## config.mk

```make
export PLATFORM = sky130hd
export DESIGN_NAME = odcd_top
export DESIGN_NICKNAME = d
export VERILOG_FILES = /design/src/odcd_pkg.sv /design/src/odcd_top.sv
export VERILOG_INCLUDE_DIRS = /design/src
export SDC_FILE = /design/constraint.sdc
export NUM_CORES = 1
export LEC_CHECK = 0
export ABC_AREA = 1
export BUFFER_PORTS_ARGS = -buffer_cell sky130_fd_sc_hd__buf_2
export CAP_MARGIN = 20
export CORE_MARGIN = 2
export CORE_UTILIZATION = 54
export CTS_CLUSTER_DIAMETER = 100
export DETAILED_ROUTE_END_ITERATION = 16
export HOLD_SLACK_MARGIN = 0.08
export PLACE_DENSITY = 0.86
export SLEW_MARGIN = 15
export SYNTH_ARGS = -nofsm -noshare
export SYNTH_HDL_FRONTEND = slang
export SYNTH_SLANG_ARGS = --single-unit
export TNS_END_PERCENT = 20
```

## constraint.sdc

```tcl
create_clock -name sys_clk -period 8.7 [get_ports sys_clk]
set_input_delay 0.87 -clock sys_clk [delete_from_list [all_inputs] [get_ports sys_clk]]
set_output_delay 0.87 -clock sys_clk [all_outputs]
set_load 0.05 [all_outputs]
```

## src/odcd_cfg.svh

```systemverilog
// offsets, reset values and field positions of the display command decoder
`ifndef ODCD_CFG_SVH
`define ODCD_CFG_SVH

`define ODCD_OFF_CMD     8'h00
`define ODCD_OFF_DATA    8'h04
`define ODCD_OFF_PTR     8'h08
`define ODCD_OFF_WIN     8'h0C
`define ODCD_OFF_CFG0    8'h10
`define ODCD_OFF_CFG1    8'h14
`define ODCD_OFF_CFG2    8'h18
`define ODCD_OFF_GRAY    8'h1C

`define ODCD_COL_MAX     7'h4F
`define ODCD_ROW_MAX     8'h9F
`define ODCD_MUX_MIN     8'h0F
`define ODCD_RST_MUX     8'h9F
`define ODCD_RST_CONTR   8'h7F
`define ODCD_RST_PRECH   5'h1E
`define ODCD_RST_DIV     4'h1
`define ODCD_RST_OSC     4'h4
`define ODCD_RST_PH1     4'h2
`define ODCD_RST_PH2     4'h7
`define ODCD_GRAY_STEP   7'h04
`define ODCD_LEVEL_TOP   4'hF
`define ODCD_LOCK_BIT    2
`define ODCD_ODDEVEN_BIT 4
`define ODCD_HWREMAP_BIT 5
`define ODCD_SWAP_BIT    6

`endif

```

## src/odcd_pkg.sv

```systemverilog
// types shared by the display command decoder
package odcd_pkg;

	typedef enum logic [0:0] {
		ODCD_IDLE  = 1'b0,
		ODCD_PARAM = 1'b1
	} odcd_state_t;

	typedef struct packed {
		logic       vertMode;
		logic       portrait;
		logic       segRemap;
		logic       allOn;
		logic       inverse;
		logic       displayOn;
		logic       scanRev;
		logic       locked;
		logic       segOddEven;
		logic       segHwRemap;
		logic       segSwap;
		logic [7:0] contrast;
		logic [7:0] startLine;
		logic [7:0] offset;
		logic [7:0] muxRatio;
		logic [4:0] precharge;
		logic [3:0] divide;
		logic [3:0] oscFreq;
		logic [3:0] phase1;
		logic [3:0] phase2;
	} odcd_cfg_t;

	typedef struct packed {
		logic       we;
		logic       portrait;
		logic [6:0] col;
		logic [7:0] row;
		logic [7:0] data;
	} odcd_ram_t;

endpackage

```

## src/odcd_top.sv

```systemverilog
// display command decoder: apb slave, command parser, pointers, settings
//
// Behaviour
// - horizontal or vertical mode from bit 0
// - column window latched, pointer at start
// - horizontal: column steps, wraps, row advances
// - row window latched, pointer at start
// - vertical: row steps, wraps to start
// - portrait flag independent of increment mode
// - contrast byte stored, higher means brighter
// - segment remap affects later writes only
// - start line 0..159 stored
// - all-on forces brightest level, resume cancels
// - inverse shows 15 minus level
// - multiplex ratio 16..160, default 160
// - display off blanks panel, on enables
// - precharge level stored
// - host sends widths 1..15, level 0 none
// - linear table loads width 4n
// - scan direction takes effect at once
// - display offset stored
// - divider low nibble, oscillator high nibble
// - phase1 low nibble, phase2 high nibble
// - three segment pin selections, default odd/even
// - locked: only lock command accepted
// - columns 0..79, full window at reset
// - rows 0..159, full window at reset
// - lock bit 2, reset unlocked
`timescale 1ns/1ps
`include "odcd_cfg.svh"

module odcd_top
	import odcd_pkg::*;
(
	input  wire logic        sys_clk,
	input  wire logic        arst_n,
	input  wire logic        psel,
	input  wire logic        penable,
	input  wire logic        pwrite,
	input  wire logic [7:0]  paddr,
	input  wire logic [31:0] pwdata,
	output logic             pready,
	output logic [31:0]      prdata,
	output logic             pslverr,
	input  wire logic [3:0]  pixRaw,
	output logic [3:0]       pixShown,
	output odcd_cfg_t        dispCfg,
	output odcd_ram_t        ramWr
);

	// paramter count of each command code, zero for single byte ones
	function automatic logic [3:0] paramCount(input logic [7:0] c);
		unique case (c)
			8'h21, 8'h22: paramCount = 4'h2;
			8'hBE:        paramCount = 4'hF;
			8'h20, 8'h25, 8'h81, 8'hA2, 8'hA8, 8'hAD, 8'hBC,
			8'hD3, 8'hD5, 8'hD9, 8'hDA, 8'hDB, 8'hFD:
				paramCount = 4'h1;
			default:      paramCount = 4'h0;
		endcase
	endfunction

	// what the panel shows for one stored level
	function automatic logic [3:0] showLevel(input odcd_cfg_t c,
		input logic [3:0] lv);
		if (!c.displayOn)
			showLevel = 4'h0;
		else if (c.allOn)
			showLevel = `ODCD_LEVEL_TOP;
		else if (c.inverse)
			showLevel = `ODCD_LEVEL_TOP - lv;
		else
			showLevel = lv;
	endfunction

	logic        rstMeta_q;
	logic        rstSync_q;
	logic        rst_n;
	logic        pready_q;
	logic [31:0] prdata_q;
	logic        pslverr_q;
	logic        setup;
	logic        acc;
	logic        wrCmd;
	logic        wrData;
	logic        mapped;
	odcd_state_t state_q;
	logic [7:0]  cmd_q;
	logic [3:0]  cnt_q;
	logic [7:0]  pbuf_q [0:14];
	logic [3:0]  need;
	logic [7:0]  inByte;
	logic        take;
	logic        fire;
	logic [7:0]  fCmd;
	logic [7:0]  arg1;
	logic [7:0]  arg2;
	odcd_cfg_t   cfg_q;
	logic [6:0]  gray_q [0:15];
	logic [3:0]  graySel_q;
	logic [6:0]  colStart_q;
	logic [6:0]  colEnd_q;
	logic [7:0]  rowStart_q;
	logic [7:0]  rowEnd_q;
	logic [6:0]  col_q;
	logic [7:0]  row_q;
	odcd_ram_t   ramWr_q;
	logic [3:0]  pix_q;

	// reset release through two flops, assertion stays asynchronous
	always_ff @(posedge sys_clk or negedge arst_n) begin
		if (!arst_n) begin
			rstMeta_q <= 1'b0;
			rstSync_q <= 1'b0;
		end else begin
			rstMeta_q <= 1'b1;
			rstSync_q <= rstMeta_q;
		end
	end
	assign rst_n = rstSync_q;

	// apb phases; one wait state gives a registered answer
	assign setup  = psel & penable & ~pready_q;
	assign acc    = psel & penable & pready_q;
	assign wrCmd  = acc & pwrite & (paddr == `ODCD_OFF_CMD);
	assign wrData = acc & pwrite & (paddr == `ODCD_OFF_DATA);
	assign mapped = (paddr[1:0] == 2'b00) && (paddr <= `ODCD_OFF_GRAY);

	always_ff @(posedge sys_clk or negedge rst_n) begin
		if (!rst_n)
			pready_q <= 1'b0;
		else
			pready_q <= setup;
	end

	// read mux and error, loaded in the wait cycle
	always_ff @(posedge sys_clk or negedge rst_n) begin
		if (!rst_n) begin
			prdata_q  <= 32'h0000_0000;
			pslverr_q <= 1'b0;
		end else if (setup) begin
			pslverr_q <= ~mapped;
			prdata_q  <= 32'h0000_0000;
			if (!pwrite) begin
				unique case (paddr)
					`ODCD_OFF_PTR:
						prdata_q <= {16'h0000, row_q, 1'b0, col_q};
					`ODCD_OFF_WIN:
						prdata_q <= {rowEnd_q, rowStart_q,
							1'b0, colEnd_q, 1'b0, colStart_q};
					`ODCD_OFF_CFG0:
						prdata_q <= {cfg_q.muxRatio, cfg_q.offset,
							cfg_q.startLine, cfg_q.contrast};
					`ODCD_OFF_CFG1:
						prdata_q <= {20'h0_0000, state_q,
							cfg_q.segSwap, cfg_q.segHwRemap,
							cfg_q.segOddEven, cfg_q.locked,
							cfg_q.scanRev, cfg_q.displayOn,
							cfg_q.inverse, cfg_q.allOn,
							cfg_q.segRemap, cfg_q.portrait,
							cfg_q.vertMode};
					`ODCD_OFF_CFG2:
						prdata_q <= {11'h000, cfg_q.precharge,
							cfg_q.phase2, cfg_q.phase1,
							cfg_q.oscFreq, cfg_q.divide};
					`ODCD_OFF_GRAY:
						prdata_q <= {20'h0_0000, graySel_q,
							1'b0, gray_q[graySel_q]};
					default:
						prdata_q <= 32'h0000_0000;
				endcase
			end
		end
	end

	// lock gate on bytes
	// only the lock command gets through while locked
	assign inByte = pwdata[7:0];
	assign take   = wrCmd & (~cfg_q.locked | (state_q == ODCD_PARAM) |
		(inByte == 8'hFD));
	assign need   = paramCount(cmd_q);

	// collect parameters first
	// a command fires only with its last byte, so nothing half applies
	assign fire = take & (((state_q == ODCD_IDLE) &&
		(paramCount(inByte) == 4'h0)) ||
		((state_q == ODCD_PARAM) && (cnt_q == need - 4'h1)));
	assign fCmd = (state_q == ODCD_IDLE) ? inByte : cmd_q;
	assign arg1 = (need == 4'h1) ? inByte : pbuf_q[0];
	assign arg2 = inByte;

	always_ff @(posedge sys_clk or negedge rst_n) begin
		if (!rst_n) begin
			state_q <= ODCD_IDLE;
			cmd_q   <= 8'h00;
			cnt_q   <= 4'h0;
		end else if (take) begin
			unique case (state_q)
				ODCD_IDLE: begin
					cmd_q <= inByte;
					cnt_q <= 4'h0;
					if (paramCount(inByte) != 4'h0)
						state_q <= ODCD_PARAM;
				end
				ODCD_PARAM: begin
					cnt_q <= cnt_q + 4'h1;
					if (cnt_q == need - 4'h1)
						state_q <= ODCD_IDLE;
				end
			endcase
		end
	end

	// parameter bytes in arrival order
	always_ff @(posedge sys_clk) begin
		if (take && state_q == ODCD_PARAM)
			pbuf_q[cnt_q] <= inByte;
	end

	// display settings, each written by its own command
	always_ff @(posedge sys_clk or negedge rst_n) begin
		if (!rst_n) begin
			cfg_q            <= '0;
			cfg_q.contrast   <= `ODCD_RST_CONTR;
			cfg_q.muxRatio   <= `ODCD_RST_MUX;
			cfg_q.precharge  <= `ODCD_RST_PRECH;
			cfg_q.divide     <= `ODCD_RST_DIV;
			cfg_q.oscFreq    <= `ODCD_RST_OSC;
			cfg_q.phase1     <= `ODCD_RST_PH1;
			cfg_q.phase2     <= `ODCD_RST_PH2;
			cfg_q.segOddEven <= 1'b1;
		end else if (fire) begin
			unique case (fCmd)
				8'h20: cfg_q.vertMode <= arg1[0];
				8'h25: cfg_q.portrait <= arg1[0];
				8'h81: cfg_q.contrast <= arg1;
				8'hA0, 8'hA1: cfg_q.segRemap <= fCmd[0];
				// start line, out of range ignored
				8'hA2: if (arg1 <= `ODCD_ROW_MAX)
					cfg_q.startLine <= arg1;
				8'hA4, 8'hA5: cfg_q.allOn <= fCmd[0];
				8'hA6, 8'hA7: cfg_q.inverse <= fCmd[0];
				8'hA8: if (arg1 >= `ODCD_MUX_MIN &&
					arg1 <= `ODCD_ROW_MAX)
					cfg_q.muxRatio <= arg1;
				8'hAE, 8'hAF: cfg_q.displayOn <= fCmd[0];
				8'hBC: cfg_q.precharge <= arg1[4:0];
				8'hC0, 8'hC8: cfg_q.scanRev <= fCmd[3];
				8'hD3: if (arg1 <= `ODCD_ROW_MAX)
					cfg_q.offset <= arg1;
				8'hD5: begin
					cfg_q.divide  <= arg1[3:0];
					cfg_q.oscFreq <= arg1[7:4];
				end
				8'hD9: begin
					if (arg1[3:0] != 4'h0)
						cfg_q.phase1 <= arg1[3:0];
					if (arg1[7:4] != 4'h0)
						cfg_q.phase2 <= arg1[7:4];
				end
				8'hDA: begin
					cfg_q.segOddEven <= arg1[`ODCD_ODDEVEN_BIT];
					cfg_q.segHwRemap <= arg1[`ODCD_HWREMAP_BIT];
					cfg_q.segSwap    <= arg1[`ODCD_SWAP_BIT];
				end
				8'hFD: cfg_q.locked <= arg1[`ODCD_LOCK_BIT];
				default: cfg_q.vertMode <= cfg_q.vertMode;
			endcase
		end
	end

	// gray widths; level 0 is only ever loaded with zero and stays zero
	always_ff @(posedge sys_clk or negedge rst_n) begin
		if (!rst_n) begin
			for (int i = 0; i < 16; i++)
				gray_q[i] <= 7'(i * 4);
		end else if (fire && fCmd == 8'hBE) begin
			for (int i = 1; i < 15; i++)
				gray_q[i] <= pbuf_q[i-1][6:0];
			gray_q[15] <= arg2[6:0];
		end else if (fire && fCmd == 8'hBF) begin
			for (int i = 0; i < 16; i++)
				gray_q[i] <= 7'(i) * `ODCD_GRAY_STEP;
		end
	end

	// gray readback index, software chosen
	always_ff @(posedge sys_clk or negedge rst_n) begin
		if (!rst_n)
			graySel_q <= 4'h0;
		else if (acc && pwrite && paddr == `ODCD_OFF_GRAY)
			graySel_q <= pwdata[3:0];
	end

	// windows; out of range pairs are dropped whole
	always_ff @(posedge sys_clk or negedge rst_n) begin
		if (!rst_n) begin
			colStart_q <= 7'h00;
			colEnd_q   <= `ODCD_COL_MAX;
			rowStart_q <= 8'h00;
			rowEnd_q   <= `ODCD_ROW_MAX;
		end else if (fire) begin
			if (fCmd == 8'h21 && arg1 <= 8'(`ODCD_COL_MAX) &&
				arg2 <= 8'(`ODCD_COL_MAX)) begin
				colStart_q <= arg1[6:0];
				colEnd_q   <= arg2[6:0];
			end
			if (fCmd == 8'h22 && arg1 <= `ODCD_ROW_MAX &&
				arg2 <= `ODCD_ROW_MAX) begin
				rowStart_q <= arg1;
				rowEnd_q   <= arg2;
			end
		end
	end

	// address pointers: loaded by window commands, stepped by data
	always_ff @(posedge sys_clk or negedge rst_n) begin
		if (!rst_n) begin
			col_q <= 7'h00;
			row_q <= 8'h00;
		end else if (fire && fCmd == 8'h21 &&
			arg1 <= 8'(`ODCD_COL_MAX) && arg2 <= 8'(`ODCD_COL_MAX)) begin
			col_q <= arg1[6:0];
		end else if (fire && fCmd == 8'h22 &&
			arg1 <= `ODCD_ROW_MAX && arg2 <= `ODCD_ROW_MAX) begin
			row_q <= arg1;
		end else if (wrData && !cfg_q.locked) begin
			if (!cfg_q.vertMode) begin
				if (col_q == colEnd_q) begin
					col_q <= colStart_q;
					row_q <= (row_q == rowEnd_q) ? rowStart_q :
						row_q + 8'h01;
				end else begin
					col_q <= col_q + 7'h01;
				end
			end else begin
				if (row_q == rowEnd_q) begin
					row_q <= rowStart_q;
					col_q <= (col_q == colEnd_q) ? colStart_q :
						col_q + 7'h01;
				end else begin
					row_q <= row_q + 8'h01;
				end
			end
		end
	end

	// ram write strobe; remap is applied as the data goes in
	always_ff @(posedge sys_clk or negedge rst_n) begin
		if (!rst_n) begin
			ramWr_q <= '0;
		end else begin
			ramWr_q.we       <= wrData & ~cfg_q.locked;
			ramWr_q.portrait <= cfg_q.portrait;
			ramWr_q.row      <= row_q;
			ramWr_q.data     <= pwdata[7:0];
			// mirror column for new data only
			ramWr_q.col      <= cfg_q.segRemap ?
				`ODCD_COL_MAX - col_q : col_q;
		end
	end

	// blank when off
	// shown level follows off, all-on and inverse in that priority
	always_ff @(posedge sys_clk or negedge rst_n) begin
		if (!rst_n)
			pix_q <= 4'h0;
		else
			pix_q <= showLevel(cfg_q, pixRaw);
	end

	assign pready   = pready_q;
	assign prdata   = prdata_q;
	assign pslverr  = pslverr_q;
	assign pixShown = pix_q;
	assign dispCfg  = cfg_q;
	assign ramWr    = ramWr_q;

endmodule

```

==> results.py <==
metrics = {
    "grt": {
        "antenna_found_initial": 2,
        "grt_pass1_wl_um": 81390,
        "grt_max_degree": 160,
        "grtUsageTotal_pct": 29.77,
        "grt-ovfl-total": 0,
        "grt_pass1_vias": 14611,
    },
    "floorplan": {
        "die_height_um": 188.1,
        "io_pins": 176,
        "fp.dieW_um": 188.1,
        "dieArea_mm2": 0.03538,
        "num_rows": 67,
        "fp.coreArea_mm2": 0.03345,
        "start_util_pct": 54.72,
    },
    "cells_and_area": {
        "antenna_cells": 0,
        "area_growth_pct": 12.59,
        "final_util_pct": 61.61,
        "drive_gt1_share_pct": 18.39,
        "final_common_cell": "nand2_1",
        "fin_nets": 2181,
        "layout_common_cells": "nand2_1, inv_1, dfrtp_1",
        "layout.cells.non_filler": 2596,
    },
    "clocking": {
        "cts-resized-gates": 0,
        "cts_buffer_depth": 3,
        "path_clk_slew_ps": 60,
        "numClockSinks": 395,
        "cts_setup_buffers": 0,
        "htreeDepth": 2,
        "cts_root_buf": "clkbuf_16",
        "tritoncts": "done",
        "hold_buffers": 0,
        "clk_latency_ps": 540,
        "cts-buffers-inserted": 40,
    },
    "yosys": {
        "syn_avg_cell_area_um2": 9.147,
        "synth_adder_area_share_pct": 0.6836,
        "synth_flop_cell": "dfrtp_1",
        "synth_edf_count": 99,
        "post_synth_and_or_nand_nor_area_fraction_pct": 19.15,
        "synth_cells": 2001,
        "yosysUniqueCellTypes": 62,
        "synth_mux_area_share_pct": 0.06153,
        "synth-xor-area-share_pct": 1.436,
        "syn_area_mm2": 0.01830,
        "ys_ff_latch": 395,
        "async_flop_share_pct": 74.94,
        "yosysWarningCount": 0,
        "synth_compound_area_share_pct": 13.52,
        "yosysSeqAreaShare_pct": 57.17,
        "syn-num-nets": 2060,
        "synth_top_family_by_area": "simple AND/OR/NAND/NOR gates",
    },
    "detailed_routing": {
        "vias": 15227,
        "drc": 0,
        "ant_nets": 0,
        "vias_per_cell": 5.866,
        "first_iter_violations": 2097,
        "first_pass_iters": 6,
        "wl_per_cell_um": 20.24,
        "wl_um": 52550,
    },
    "setup_path": {
        "r2r_cells": 12,
        "critPathBufInv": 6,
        "start_kind": "primary input",
        "crit_family": "buffers and inverters",
        "startpoint": "pwdata[4]",
        "r2r_setup_slack_ps": 4440,
        "crit_cells": 15,
        "worstPathCellList": "buf_2, inv_1, nor3_1, nand3_1, nand3_2, nand2_2, inv_1, nand3_1, nand2_2, nand2_4, inv_4, nand3_2, buf_4, o21ai_0, inv_1",
        "worstPathMaxFanout": 85,
        "max_stage_delay_ps": 680,
        "r2r-start": "state_q$_DFFE_PN0P_",
        "r2r_end": "gray_q[40]$_DFFE_PN1P_",
        "endpoint": "gray_q[40]$_DFFE_PN1P_",
        "slowest_stage": "inv_4",
        "crit_top_cell": "inv_1",
        "required_ps": 9160,
        "cp.arrival_ps": 4770,
        "worstSetupEndpointType": "flip-flop",
        "critical_path_class": "primary input to flip-flop",
    },
    "placement": {
        "dp_hpwl_um": 34840,
        "dp_slack_ps": 3416,
        "io_buffers": 151,
        "placedCellCount": 2525,
        "finalWeightedCongestion": 0.9580,
    },
    "sta": {
        "fin_ws_ps": 4393,
        "setup_violations": 0,
        "drv_slew": 0,
        "skew_ps": 11.54,
        "timing.setup.tns_ps": 0,
        "tightest_slew_ps": 1099,
        "relSlewSlack_pct": 26.74,
        "finalCritPeriodShare_pct": 49.50,
        "whs_ps": 100.5,
        "clock.fmax_ghz": 0.2322,
        "hold_viol_final": 0,
        "rsz0062_at_grt": "false",
        "min_period_ps": 4307,
    },
    "power": {
        "p_leak_uw": 0.009787,
        "pwr-share-clk_pct": 46.5,
        "p_sw_uw": 793.2,
        "switching_share_pct": 21.20,
        "power.density_mw_per_mm2": 181.6,
        "combPwrFrac_pct": 2.3,
        "vdd_ir_drop_max_uv": 114.1,
        "p_seq_share_pct": 51.2,
        "internal-power_uw": 2948,
    },
    "min_path": {
        "hp-class": "primary input to async pin",
    },
    "run": {
        "maxCapViolations": 0,
    },
    "outcome": {
        "status": "complete, no violations",
    },
}
[worst min path at each step]
stage                        startpoint             endpoint  slack [ps]  depth (start not counted)
finish                           arst_n  rstSync_q$_DFF_PN0_         100                          1
global route                     arst_n  rstSync_q$_DFF_PN0_         100                          1
CTS                              arst_n  rstSync_q$_DFF_PN0_          90                          1
detailed placement  rstMeta_q$_DFF_PN0_  rstSync_q$_DFF_PN0_         340                          0
global placement    rstMeta_q$_DFF_PN0_  rstSync_q$_DFF_PN0_         340                          0
floorplan           rstMeta_q$_DFF_PN0_  rstSync_q$_DFF_PN0_         330                          0
[power groups by stage]
stage	Sequential, uW	Combinational, uW	Clock, uW
6_report	1920	86.8	1740
5_1_grt	1920	94.6	1820
4_1_cts	1920	83.5	1750
3_5_place_dp	1950	83.1	0
3_3_place_gp	1950	81.3	0
2_1_floorplan	1970	21.4	0
[Yosys cell counts, types with 6 or more instances]
library cell  instances  area, um^2
dfrtp_1             229        5731
nor2_4                6       67.56
nand4_1              12       75.07
o22ai_1              35       219.0
a21oi_2              10       87.58
buf_2                20       100.1
o21ai_2               7       61.31
buf_6                 6       67.56
nor3_1               21       105.1
ha_1                 10       125.1
nand2_2               9       56.30
nor4_1                7       43.79
edfxtp_1             99        2973
dfstp_2              67        1760
nor2_2                8       50.05
nand3_1             121       605.6
o211ai_1             12       90.09
o21ai_0             221        1106
nand2_4               9       101.4
o21ai_1              54       270.3
inv_1               231       867.1
inv_2                26       97.59
nand3_2               6       60.06
a21oi_1              59       295.3
o221ai_1              9       78.83
clkbuf_1             51       191.4
xor2_1               21       183.9
nor2_1              107       401.6
nand2_1             456        1712
a22o_1                7       61.31
a221oi_1              6       52.55
xnor2_1               9       78.83
[metal layers]
layer	routed length [um]	track usage, %	vias up
met5	13	0	-
met4	2401	14.02	2
met3	6158	6.944	184
met2	23730	45.26	998
met1	20250	40.65	7226
li1	-	-	6817
[cell families after synthesis]
family                   Yosys count
AO/OA/AOI/OAI                    433
buffers and inverters            349
other                              1
AND/OR/NAND/NOR                  782
flip-flops                       395
adder cells (fa/ha/maj)           10
XOR/XNOR                          30
multiplexers                       1
[through the flow]
stage | power, uW | area [um^2]
4_1_cts | 3749 | 20570
3_5_place_dp | 2035 | 19270
3_3_place_gp | 2033 | 19260
6_report | 3741 | 20610
5_1_grt | 3830 | 20610
2_1_floorplan | 1993 | 18300
[area by class of cell]
cell class                 count  area (um^2)
sequential                   395        10470
multi-input combinational   1257         6386
tap                          448        560.5
clock inverter                12        170.2
timing repair buffer         168        905.9
inverter                     260        980.9
clock buffer                  56         1134
fill                        2673        12840
[state kept, by name (all words and copies together), names as in the netlist, 8 cells and up]
register / count
gray_q: 105
pbuf_q: 99
dispCfg: 64
prdata: 32
ramWr: 25
cmd_q: 8
rowEnd_q: 8
rowStart_q: 8
row_q: 8
Power figures use the tool's default switching activity.
